File: src/hdl/mx_defs.svh
`ifndef MX_DEFS_SVH
`define MX_DEFS_SVH

// Register byte offsets
`define MX_OFF_CMD 8'h00
`define MX_OFF_STATUS 8'h04
`define MX_OFF_CTRL 8'h08
`define MX_OFF_GPR 8'h0C
`define MX_OFF_SPR_LO 8'h10
`define MX_OFF_SPR_HI 8'h14
`define MX_OFF_SPTR 8'h18
`define MX_OFF_PC 8'h1C

// Status word bits
`define MX_SW0_EID 0
`define MX_SW0_IE 1
`define MX_SW1_C 0
`define MX_SW1_Z 1
`define MX_SW1_V 2
`define MX_SW1_N 3

// Special register indices
`define MX_SPR_SW0 3'h0
`define MX_SPR_SW1 3'h1
`define MX_SPR_IDH 3'h2
`define MX_SPR_IDL0 3'h3

// Control bits, status bits
`define MX_CTRL_WAKE 0
`define MX_CTRL_UNLOCK 1
`define MX_CTRL_CLRERR 2
`define MX_ST_BUSY 0
`define MX_ST_LOCK 1
`define MX_ST_ILL 2
`define MX_ST_CPUSTOP 3
`define MX_ST_SYSSTOP 4

// Constants of the instruction set
`define MX_IMM_STOP 8'h0A
`define MX_IMM_IDLE 8'h05
`define MX_HI_ZERO 8'h00
`define MX_PC_STEP 16'h0001
`define MX_PC_RST 16'h0000
`define MX_REG_RST 8'h00
`endif

File: src/hdl/mx_pkg.sv
package mx_pkg;
   typedef enum logic [4:0]
   {
      MX_NOP = 5'h00, MX_BREAK = 5'h01, MX_SWAP = 5'h02, MX_PUSH_G = 5'h03,
      MX_PUSH_S = 5'h04, MX_POP_G = 5'h05, MX_POP_S = 5'h06, MX_POP2 = 5'h07,
      MX_SYS = 5'h08, MX_CLD_RD = 5'h09, MX_CLD_WR = 5'h0A, MX_COP = 5'h0B,
      MX_LDC = 5'h0C, MX_LD_TBL = 5'h0D, MX_LD_TBH = 5'h0E, MX_EI = 5'h0F,
      MX_DI = 5'h10, MX_SCF = 5'h11, MX_RCF = 5'h12, MX_ADD_DIR = 5'h13,
      MX_ADD_IMM = 5'h14, MX_ADD_REG = 5'h15, MX_ADD_IND = 5'h16,
      MX_ADC_DIR = 5'h17, MX_ADC_REG = 5'h18
   } mx_op_e;

   typedef enum logic [2:0]
   {
      MX_S_IDLE = 3'b001,
      MX_S_OPER = 3'b010,
      MX_S_EXEC = 3'b100
   } mx_state_e;

   // Command word, low 24 bits of a command write
   typedef struct packed {
      logic [11:0] imm;
      logic [2:0] special_reg;
      logic [1:0] src;
      logic [1:0] dst;
      mx_op_e op;
   } mx_cmd_s;

   // Coprocessor pins
   typedef struct packed {
      logic [11:0] code;
      logic [7:0] wdata;
      logic wr;
      logic svc_n;
      logic ld_n;
      logic ldw_n;
      logic cmd_n;
   } mx_cop_s;

   // Adder result with flags
   typedef struct packed {
      logic [7:0] sum;
      logic c;
      logic z;
      logic v;
      logic n;
   } mx_sum_s;
endpackage

File: src/hdl/mx_adder.sv
`timescale 1ns/1ps

module mx_adder
(
   input logic [7:0] a,
   input logic [7:0] b,
   input logic cin,
   output mx_pkg::mx_sum_s res
);
   import mx_pkg::*;

   logic [8:0] wide;

   // Nine-bit sum keeps the carry-out
   assign wide = {1'h0, a} + {1'h0, b} + {8'h00, cin};
   assign res.sum = wide[7:0];
   assign res.c = wide[8];
   assign res.z = (wide[7:0] == 8'h00);
   assign res.v = (a[7] == b[7]) && (wide[7] != a[7]);
   assign res.n = res.v ^ wide[7];
endmodule

File: src/hdl/mx_stack.sv
`timescale 1ns/1ps

module mx_stack
#(
   parameter int DEPTH = 16,
   parameter int AW = 4
)
(
   input logic pclk,
   input logic presetn,
   input logic push,
   input logic pop1,
   input logic pop2,
   input logic [7:0] wdata,
   output logic [7:0] rdata,
   output logic [AW-1:0] sptr
);
   import mx_pkg::*;

   logic [7:0] mem [0:DEPTH-1];
   logic [AW-1:0] below;

   // Entry just under the index
   assign below = sptr - AW'(1);
   assign rdata = mem[below];

   // Index moves after the access
   always_ff @(posedge pclk or negedge presetn)
   begin
      if (!presetn)
         sptr <= '0;
      else if (push)
         sptr <= sptr + AW'(1);
      else if (pop1)
         sptr <= sptr - AW'(1);
      else if (pop2)
         sptr <= sptr - AW'(2);
   end

   // Push writes the entry at the index
   always_ff @(posedge pclk)
   begin
      if (push)
         mem[sptr] <= wdata;
   end
endmodule

File: src/hdl/mx_exec.sv
// Design decisions made here: register access over APB and the placing of the registers.
`timescale 1ns/1ps
`include "mx_defs.svh"

module mx_exec
#(
   parameter int STACK_DEPTH = 16,
   parameter int STACK_AW = 4
)
(
   input logic pclk,
   input logic presetn,
   input logic [7:0] paddr,
   input logic psel,
   input logic penable,
   input logic pwrite,
   input logic [31:0] pwdata,
   output logic [31:0] prdata,
   output logic pready,
   output logic pslverr,
   output mx_pkg::mx_cop_s cop,
   input logic [7:0] cop_rdata,
   output logic [15:0] dmem_addr,
   output logic dmem_rd,
   input logic [7:0] dmem_rdata,
   output logic [19:0] pmem_addr,
   output logic pmem_rd,
   input logic [15:0] pmem_rdata,
   output logic cpu_clk_stop,
   output logic sys_clk_stop
);
   import mx_pkg::*;

   mx_state_e state;
   mx_state_e next_state;
   mx_cmd_s cmd;
   mx_cmd_s new_cmd;
   mx_cmd_s ecmd;
   mx_cop_s next_cop;
   mx_sum_s add_res;
   logic [7:0] general_reg [0:3];
   logic [7:0] special_reg [0:7];
   logic [7:0] table_high_latch;
   logic [7:0] table_low_latch;
   logic [15:0] pc;
   logic locked;
   logic illegal;
   logic [31:0] gpr_word;
   logic [63:0] spr_word;
   logic [7:0] stk_rdata;
   logic [STACK_AW-1:0] sptr;

   // APB phase decode
   wire setup = psel & ~penable;
   wire acc = psel & penable & pready;
   wire wr_acc = acc & pwrite & ~pslverr;
   wire busy = (state != MX_S_IDLE);
   wire halted = locked | cpu_clk_stop;

   // Address decode
   wire hit_cmd = (paddr == `MX_OFF_CMD);
   wire hit_status = (paddr == `MX_OFF_STATUS);
   wire hit_ctrl = (paddr == `MX_OFF_CTRL);
   wire hit_gpr = (paddr == `MX_OFF_GPR);
   wire hit_spr_lo = (paddr == `MX_OFF_SPR_LO);
   wire hit_spr_hi = (paddr == `MX_OFF_SPR_HI);
   wire hit_sptr = (paddr == `MX_OFF_SPTR);
   wire hit_pc = (paddr == `MX_OFF_PC);
   wire mapped = hit_cmd | hit_status | hit_ctrl | hit_gpr | hit_spr_lo | hit_spr_hi
      | hit_sptr | hit_pc;
   wire ro_hit = hit_status | hit_sptr | hit_pc;
   wire wr_refuse = pwrite & (ro_hit | (busy & ~hit_ctrl) | (hit_cmd & halted));
   wire next_err = ~mapped | wr_refuse;

   // Accepted writes
   wire cmd_go = wr_acc & hit_cmd;
   wire ctrl_wr = wr_acc & hit_ctrl;
   wire gpr_bus_wr = wr_acc & hit_gpr;
   wire spr_lo_wr = wr_acc & hit_spr_lo;
   wire spr_hi_wr = wr_acc & hit_spr_hi;

   // Command seen on entry and during execution
   assign new_cmd = mx_cmd_s'(pwdata[23:0]);
   assign ecmd = busy ? cmd : new_cmd;
   wire exec = (state == MX_S_EXEC);
   wire enter_exec = (next_state == MX_S_EXEC);
   wire need_dm = (new_cmd.op == MX_ADD_DIR) | (new_cmd.op == MX_ADD_IND)
      | (new_cmd.op == MX_ADC_DIR);
   wire need_pm = (new_cmd.op == MX_LDC);

   // Direct high byte follows the extended index bit
   wire [7:0] dir_hi = special_reg[`MX_SPR_SW0][`MX_SW0_EID] ? special_reg[`MX_SPR_IDH] : `MX_HI_ZERO;
   wire [15:0] next_daddr = (new_cmd.op == MX_ADD_IND) ?
      {special_reg[`MX_SPR_IDH], special_reg[`MX_SPR_IDL0]} : {dir_hi, new_cmd.imm[7:0]};
   wire [19:0] next_paddr = {general_reg[1][3:0], general_reg[2], general_reg[3]};

   // Sequencer
   always_comb
   begin
      next_state = state;
      case (state)
         MX_S_IDLE:
         begin
            if (cmd_go)
               next_state = (need_dm | need_pm) ? MX_S_OPER : MX_S_EXEC;
         end
         MX_S_OPER: next_state = MX_S_EXEC;
         MX_S_EXEC: next_state = MX_S_IDLE;
         default: next_state = MX_S_IDLE;
      endcase
   end

   // Operation class of the executing command
   wire is_add = (cmd.op == MX_ADD_DIR) | (cmd.op == MX_ADD_IMM) | (cmd.op == MX_ADD_REG)
      | (cmd.op == MX_ADD_IND);
   wire is_adc = (cmd.op == MX_ADC_DIR) | (cmd.op == MX_ADC_REG);
   wire from_mem = (cmd.op == MX_ADD_DIR) | (cmd.op == MX_ADD_IND) | (cmd.op == MX_ADC_DIR);
   wire op_known = (cmd.op <= MX_ADC_REG);
   wire swap_bad = (cmd.op == MX_SWAP) & (cmd.special_reg <= `MX_SPR_SW1);
   wire ex_bad = exec & (swap_bad | ~op_known);

   // Adder operands
   wire [7:0] add_b = from_mem ? dmem_rdata :
      (cmd.op == MX_ADD_IMM) ? cmd.imm[7:0] : general_reg[cmd.src];
   wire add_cin = is_adc & special_reg[`MX_SPR_SW1][`MX_SW1_C];

   mx_adder u_adder
   (
      .a(general_reg[cmd.dst]),
      .b(add_b),
      .cin(add_cin),
      .res(add_res)
   );

   // Stack requests
   wire stk_push = exec & ((cmd.op == MX_PUSH_G) | (cmd.op == MX_PUSH_S));
   wire stk_pop1 = exec & ((cmd.op == MX_POP_G) | (cmd.op == MX_POP_S));
   wire stk_pop2 = exec & (cmd.op == MX_POP2);
   wire [7:0] stk_wdata = (cmd.op == MX_PUSH_G) ? general_reg[cmd.dst] : special_reg[cmd.special_reg];

   mx_stack #(.DEPTH(STACK_DEPTH), .AW(STACK_AW)) u_stack
   (
      .pclk(pclk),
      .presetn(presetn),
      .push(stk_push),
      .pop1(stk_pop1),
      .pop2(stk_pop2),
      .wdata(stk_wdata),
      .rdata(stk_rdata),
      .sptr(sptr)
   );

   // General register write port
   wire gpr_we = exec & ((cmd.op == MX_SWAP) & ~swap_bad | (cmd.op == MX_POP_G)
      | (cmd.op == MX_CLD_RD) | (cmd.op == MX_LD_TBL) | (cmd.op == MX_LD_TBH)
      | is_add | is_adc);
   wire [7:0] gpr_wdata = (cmd.op == MX_SWAP) ? special_reg[cmd.special_reg] :
      (cmd.op == MX_POP_G) ? stk_rdata :
      (cmd.op == MX_CLD_RD) ? cop_rdata :
      (cmd.op == MX_LD_TBL) ? table_low_latch :
      (cmd.op == MX_LD_TBH) ? table_high_latch : add_res.sum;

   // Flags after an add
   wire [7:0] add_flags = {special_reg[`MX_SPR_SW1][7:4], add_res.n, add_res.v, add_res.z,
      add_res.c};

   // Special register write port
   wire spr_we = exec & ((cmd.op == MX_SWAP) & ~swap_bad | (cmd.op == MX_POP_S)
      | (cmd.op == MX_EI) | (cmd.op == MX_DI) | (cmd.op == MX_SCF) | (cmd.op == MX_RCF)
      | is_add | is_adc);
   wire on_sw0 = (cmd.op == MX_EI) | (cmd.op == MX_DI);
   wire on_sw1 = (cmd.op == MX_SCF) | (cmd.op == MX_RCF) | is_add | is_adc;
   wire [2:0] spr_widx = on_sw0 ? `MX_SPR_SW0 : on_sw1 ? `MX_SPR_SW1 : cmd.special_reg;
   wire [7:0] sw0_ie_set = special_reg[`MX_SPR_SW0] | (8'h01 << `MX_SW0_IE);
   wire [7:0] sw0_ie_clr = special_reg[`MX_SPR_SW0] & ~(8'h01 << `MX_SW0_IE);
   wire [7:0] sw1_c_set = special_reg[`MX_SPR_SW1] | (8'h01 << `MX_SW1_C);
   wire [7:0] sw1_c_clr = special_reg[`MX_SPR_SW1] & ~(8'h01 << `MX_SW1_C);
   wire [7:0] spr_wdata = (cmd.op == MX_SWAP) ? general_reg[cmd.dst] :
      (cmd.op == MX_POP_S) ? stk_rdata :
      (cmd.op == MX_EI) ? sw0_ie_set :
      (cmd.op == MX_DI) ? sw0_ie_clr :
      (cmd.op == MX_SCF) ? sw1_c_set :
      (cmd.op == MX_RCF) ? sw1_c_clr : add_flags;

   // Coprocessor strobes for the coming execute cycle
   wire e_sys = enter_exec & (ecmd.op == MX_SYS);
   wire e_cld = enter_exec & ((ecmd.op == MX_CLD_RD) | (ecmd.op == MX_CLD_WR));
   wire e_cop = enter_exec & (ecmd.op == MX_COP);
   always_comb
   begin
      next_cop = cop;
      next_cop.svc_n = ~e_sys;
      next_cop.ld_n = ~e_cld;
      next_cop.ldw_n = ~e_cld;
      next_cop.cmd_n = ~e_cop;
      if (e_sys | e_cld)
         next_cop.code = {4'h0, ecmd.imm[7:0]};
      else if (e_cop)
         next_cop.code = ecmd.imm;
      if (e_cld)
         next_cop.wr = (ecmd.op == MX_CLD_WR);
      if (e_cld & (ecmd.op == MX_CLD_WR))
         next_cop.wdata = general_reg[ecmd.dst];
   end

   // Power-saving entry
   wire sys_ex = exec & (cmd.op == MX_SYS);
   wire go_stop = sys_ex & (cmd.imm[7:0] == `MX_IMM_STOP);
   wire go_idle = sys_ex & (cmd.imm[7:0] == `MX_IMM_IDLE);
   wire wake = ctrl_wr & pwdata[`MX_CTRL_WAKE];

   // Read data mux
   wire [31:0] status_word = {27'h0000000, sys_clk_stop, cpu_clk_stop, illegal, locked, busy};
   wire [31:0] rd_mux = hit_cmd ? {8'h00, cmd} :
      hit_status ? status_word :
      hit_gpr ? gpr_word :
      hit_spr_lo ? spr_word[31:0] :
      hit_spr_hi ? spr_word[63:32] :
      hit_sptr ? {{(32 - STACK_AW){1'h0}}, sptr} :
      hit_pc ? {16'h0000, pc} : 32'h00000000;

   // Packed register views
   genvar gi;
   generate
      for (gi = 0; gi < 8; gi++)
      begin : g_view
         if (gi < 4)
         begin : g_gpr
            assign gpr_word[8*gi +: 8] = general_reg[gi];
         end
         assign spr_word[8*gi +: 8] = special_reg[gi];
      end
   endgenerate

   // APB answer, no wait states
   always_ff @(posedge pclk or negedge presetn)
   begin
      if (!presetn)
      begin
         pready <= 1'h0;
         pslverr <= 1'h0;
         prdata <= 32'h00000000;
      end
      else
      begin
         pready <= setup;
         pslverr <= setup & next_err;
         if (setup)
            prdata <= (pwrite | ~mapped) ? 32'h00000000 : rd_mux;
      end
   end

   // Sequencer state and memory requests
   always_ff @(posedge pclk or negedge presetn)
   begin
      if (!presetn)
      begin
         state <= MX_S_IDLE;
         cmd <= '0;
         dmem_rd <= 1'h0;
         pmem_rd <= 1'h0;
         dmem_addr <= 16'h0000;
         pmem_addr <= 20'h00000;
         cop <= '{code: 12'h000, wdata: 8'h00, wr: 1'h0, svc_n: 1'h1, ld_n: 1'h1,
            ldw_n: 1'h1, cmd_n: 1'h1};
      end
      else
      begin
         state <= next_state;
         cop <= next_cop;
         dmem_rd <= cmd_go & need_dm;
         pmem_rd <= cmd_go & need_pm;
         if (cmd_go)
         begin
            cmd <= new_cmd;
            dmem_addr <= next_daddr;
            pmem_addr <= next_paddr;
         end
      end
   end

   // Register file
   always_ff @(posedge pclk or negedge presetn)
   begin
      if (!presetn)
      begin
         for (int i = 0; i < 4; i++)
            general_reg[i] <= `MX_REG_RST;
         for (int i = 0; i < 8; i++)
            special_reg[i] <= `MX_REG_RST;
      end
      else
      begin
         for (int i = 0; i < 4; i++)
            if (gpr_bus_wr)
               general_reg[i] <= pwdata[8*i +: 8];
         for (int i = 0; i < 4; i++)
         begin
            if (spr_lo_wr)
               special_reg[i] <= pwdata[8*i +: 8];
            if (spr_hi_wr)
               special_reg[i+4] <= pwdata[8*i +: 8];
         end
         if (gpr_we)
            general_reg[cmd.dst] <= gpr_wdata;
         if (spr_we)
            special_reg[spr_widx] <= spr_wdata;
      end
   end

   // Program counter, table latches, lock and error
   always_ff @(posedge pclk or negedge presetn)
   begin
      if (!presetn)
      begin
         pc <= `MX_PC_RST;
         table_high_latch <= `MX_REG_RST;
         table_low_latch <= `MX_REG_RST;
         locked <= 1'h0;
         illegal <= 1'h0;
      end
      else
      begin
         if (exec & ~ex_bad & (cmd.op != MX_BREAK))
            pc <= pc + `MX_PC_STEP;
         if (exec & (cmd.op == MX_LDC))
         begin
            table_high_latch <= pmem_rdata[15:8];
            table_low_latch <= pmem_rdata[7:0];
         end
         locked <= (locked & ~(ctrl_wr & pwdata[`MX_CTRL_UNLOCK]))
            | (exec & (cmd.op == MX_BREAK));
         illegal <= (illegal & ~(ctrl_wr & pwdata[`MX_CTRL_CLRERR])) | ex_bad;
      end
   end

   // Clock stop requests
   always_ff @(posedge pclk or negedge presetn)
   begin
      if (!presetn)
      begin
         cpu_clk_stop <= 1'h0;
         sys_clk_stop <= 1'h0;
      end
      else
      begin
         cpu_clk_stop <= (cpu_clk_stop & ~wake) | go_stop | go_idle;
         sys_clk_stop <= (sys_clk_stop & ~wake) | go_stop;
      end
   end
endmodule

File: config.mk
export PLATFORM = sky130hd
export DESIGN_NAME = mx_exec
export DESIGN_NICKNAME = d
export VERILOG_FILES = /design/src/hdl/mx_pkg.sv /design/src/hdl/mx_adder.sv /design/src/hdl/mx_stack.sv /design/src/hdl/mx_exec.sv
export VERILOG_INCLUDE_DIRS = /design/src /design/src/hdl
export SDC_FILE = /design/constraint.sdc
export NUM_CORES = 1
export LEC_CHECK = 0
export BUFFER_PORTS_ARGS = -buffer_cell sky130_fd_sc_hd__buf_2
export CAP_MARGIN = 20
export CORE_MARGIN = 10
export CORE_UTILIZATION = 53
export DETAILED_ROUTE_END_ITERATION = 7
export GPL_TIMING_DRIVEN = 0
export PLACE_DENSITY_LB_ADDON = 0.08
export SLEW_MARGIN = 5
export SYNTH_ARGS = -nofsm -noshare
export SYNTH_HDL_FRONTEND = slang
export SYNTH_SLANG_ARGS = --single-unit
File: constraint.sdc
create_clock -name pclk -period 9.6 [get_ports pclk]
set_input_delay 1.92 -clock pclk [delete_from_list [all_inputs] [get_ports pclk]]
set_output_delay 1.92 -clock pclk [all_outputs]
set_load 0.02 [all_outputs]
==> metrics.txt <==
Detailed Place HPWL 59120 microns; PostCTS Resize Cnt 0; clock tree sinks 387; CTS root buf sky130_fd_sc_hd__clkbuf_16; highest cell delay on the worst timing path 0.83 ns; portion of total power attributed to sequential cells between 40% and 50%; antenna violations before repair 2; area share of xor/xnor cells in the synthesized design 1.168%; utilization after layout 62.07%; fin crit period 5.689 ns; final design area excluding fillers 24040 sq um; switching component of the power 0.0008271 W; hold buffer count at cts 0; total area of multi-input combinational cells between 9000 and 10000 sq um; number of placed I/O pins 176; kind of cell adding the most delay to the critical path compound AO/OA/AOI/OAI gates; DP Worst Slack 4.027 ns; gate count after technology mapping 1792; most prevalent standard cell on the critical path sky130_fd_sc_hd__a21oi_1; number of setup violations in the final report 0; layout net count 2121; number of violations of the max-capacitance limit 0; final-report max-slew violation count 0; Max Clock Skew around 0.029 ns; maximum clock insertion buffer count 3; instance count along the most critical hold path 2; most common cell in the netlist sky130_fd_sc_hd__dfrtp_1; count of flip-flops with a built-in enable after synthesis 128; share of synthesized area spent on multiplexers 21.31%; DIE WIDTH 218.1 microns; power share of the clock group between 40% and 50%; setup_tns 0 ns; clk slew on worst S/H paths 0.06 ns; RSZ-0062 raised after global routing no; path category of the worst min-delay check reg2reg; basic-gate share of the synthesized area counting and, or, nand and nor cells 11.77%; type of destination of the critical path flip-flop; count of cell instances traversed by the critical path 15; cell-by-cell trace of the critical path buf_2, buf_4, clkbuf_1, nand2_1, nor3_1, clkbuf_1, a21oi_1, fa_1, fa_1, nand2b_1, a21oi_1, xnor2_1, o311ai_0, a31oi_1, a21oi_1; total number of H-tree levels 2; internal power consumption around 0.0028 W; setup ws final 3.911 ns; number of flip-flops in the largest register 128; slowest cell on the critical path sky130_fd_sc_hd__o311ai_0; reg-to-reg slack, setup between 3 and 4 ns; y dimension of the die 218.1 microns; placed instance area 22490 sq um; dominant combinational cell family by area after synthesis multiplexers; final-report hold violation count 0; fraction of final layout cells sized beyond drive strength 1 28.96%; Cell Rows 72; net switching fraction of the power 22.96%; Power Density ~150 nW/um^2; highest ir drop seen on vdd 0.2078 mV; compound-gate portion of the synthesized area 11.66%; Initial Util between 50 and 60%; source of the worst register-to-register timing path cmd[1]$_DFFE_PN0P_; Synth-to-Final Area Change 15.65%; outcome completed; clock latency of the later-clocked register in the worst-skew pair slightly above 0.6 ns; startpoint-to-endpoint class of the critical path reg2reg; post-synthesis instance area 20790 sq um; data arrival time of the worst path a little over 6 ns; clock tree from TritonCTS yes; part of the cycle the worst path needs 59.26%; Worst Path Required 10.12 ns; number of global-route vias before repair 16250; maximum clock frequency 175.8 MHz; sum of buffers and inverters on the critical path 4; total gr overflow 0; post-synthesis register bit count about 390; end of the worst register-to-register path general_reg[12]$_DFF_PN0_; area occupied by registers 10330 sq um; post-synthesis average cell area 11.60 sq um; distinct cell type count of the synthesized netlist 96; largest net degree at the start of global routing about 120; Synth Flop Type sky130_fd_sc_hd__dfrtp_1; average via count per standard cell 6.461; cell types occupying the most area after synthesis sky130_fd_sc_hd__dfrtp_1 (31%), sky130_fd_sc_hd__edfxtp_1 (18%), sky130_fd_sc_hd__mux2_2 (9.0%), sky130_fd_sc_hd__mux4_2 (7.4%), sky130_fd_sc_hd__mux2i_1 (4.8%); number of warnings issued by yosys 0; critical path launch point type flip-flop; Synthesized Nets around 1900; Pre-Repair DR Iteration Count 5; global-route wire length before repair 113500 microns; number of design-rule violations left by the first detailed-router iteration 2027; LEAKAGE 9.956 nW; CTS Buf Count 43; final RePlAce weighted congestion between 1 and 1.5; adder-cell share of the synthesized area 1.216%; filler cell count 3113; total vias in the final route 16650; reg2reg path depth 15; Antenna Nets Post-Route 0; placeable core region 38740 sq um; share of total power in combinational logic 3.7%; DRC violations left 0; WL per Instance 30.22 microns; post-CTS setup buffers 0; Setup crit end general_reg[12]$_DFF_PN0_; slew of the pin with the lowest slew margin 1.006 ns; maximum fanout along the worst path 10; area fraction of the dominant cell type after synthesis 30.70%; Routed Wire Length a little under 80000 microns; Total Die Area 47550 sq um; share of synthesized area occupied by flip-flops and latches 49.69%; count of buffers from port buffering 173; global-route usage over all layers ~32%; worst rel slew slack 32.90%; cell taking the most area after synthesis sky130_fd_sc_hd__dfrtp_1; CP Launch Point cmd[1]$_DFFE_PN0P_; fraction of synthesis flops using an asynchronous set or reset pin 66.93%; Commonest cells post-synth sky130_fd_sc_hd__dfrtp_1 (255), sky130_fd_sc_hd__nor2_1 (179), sky130_fd_sc_hd__mux2_2 (167)
==> kinds of logic after synthesis <==
group                      after synthesis
DFF                                    387
buffers and inverters                  152
and+or+nand+nor                        504
adders and majority gates               19
AOI/OAI and AO/OA                      368
xor gates and xnor gates                26
muxes                                  336
==> worst min path at each step <==
stage	slack, ns	end	startpoint
final	0.47	dmem_addr[2]$_DFFE_PN0P_	dmem_addr[2]$_DFFE_PN0P_
after global routing	0.51	prdata[24]$_DFFE_PN0P_	prdata[24]$_DFFE_PN0P_
after CTS	0.48	dmem_addr[2]$_DFFE_PN0P_	dmem_addr[2]$_DFFE_PN0P_
after detailed placement	0.46	dmem_addr[2]$_DFFE_PN0P_	dmem_addr[2]$_DFFE_PN0P_
after global placement	0.46	dmem_addr[15]$_DFFE_PN0P_	dmem_addr[15]$_DFFE_PN0P_
after floorplan	0.45	pc[15]$_DFFE_PN0P_	pc[15]$_DFFE_PN0P_
==> metrics by stage <==
stage | power [W] | hold slack (ns) | std cells
detailed placement | 0.001871 | 0.4648 | 2492
floorplan | 0.001782 | 0.4459 | 1792
global route | 0.003689 | 0.5058 | 2576
finish | 0.003603 | 0.4727 | 2577
CTS | 0.003606 | 0.4771 | 2570
global placement | 0.001866 | 0.4611 | 2483
==> metal layers <==
| layer | wire length (microns) | vias to the layer above | track usage [%] | share of wire (%) |
|---|---|---|---|---|
| met1 | 31350 | 8409 | 43.21 | 40 |
| met2 | 34630 | 917 | 48.82 | 44 |
| met4 | 4228 | 0 | 16.01 | 5.4 |
| li1 | - | 7139 | - | - |
| met3 | 7656 | 185 | 7.933 | 9.8 |
| met5 | 0 | - | 0 | 0 |
==> tightest hold or removal path, cell delays in order, from the launching register on <==
cell and delay [ns]:
sky130_fd_sc_hd__dfrtp_1 0.34, sky130_fd_sc_hd__nand2_1 0.04, sky130_fd_sc_hd__o21ai_0 0.06
==> cell type report <==
type                            instances  area share (%)
Sequential cell                       387           42.96
Multi-Input combinational cell       1253           41.06
Clock buffer                           60           5.074
Timing Repair Buffer                  188           4.267
Tap cell                              518           2.696
Buffer                                121           2.274
Clock inverter                         18           1.171
Inverter                               31          0.4840
Antenna cell                            1         0.01041
==> layout by cell type (no fill, tap or decap), types with 68 or more instances in the layout <==
| cell | n |
|---|---|
| sky130_fd_sc_hd__a21oi_1 | 128 |
| sky130_fd_sc_hd__buf_2 | 211 |
| sky130_fd_sc_hd__clkbuf_1 | 74 |
| sky130_fd_sc_hd__dfrtp_1 | 255 |
| sky130_fd_sc_hd__edfxtp_1 | 128 |
| sky130_fd_sc_hd__mux2_2 | 167 |
| sky130_fd_sc_hd__mux2i_1 | 99 |
| sky130_fd_sc_hd__mux4_2 | 68 |
| sky130_fd_sc_hd__nand2_1 | 152 |
| sky130_fd_sc_hd__nor2_1 | 179 |
| sky130_fd_sc_hd__o21ai_0 | 71 |
==> power by group through the flow <==
| stage | logic (W) | registers (W) | clock network, W |
|---|---|---|---|
| finish | 0.000132 | 0.00171 | 0.00176 |
| CTS | 0.000130 | 0.00171 | 0.00177 |
| global route | 0.000139 | 0.00171 | 0.00184 |
| global placement | 0.000125 | 0.00174 | 0 |
| floorplan | 0.0000429 | 0.00174 | 0 |
| detailed placement | 0.000129 | 0.00174 | 0 |
(Power assumes the default switching activity.)
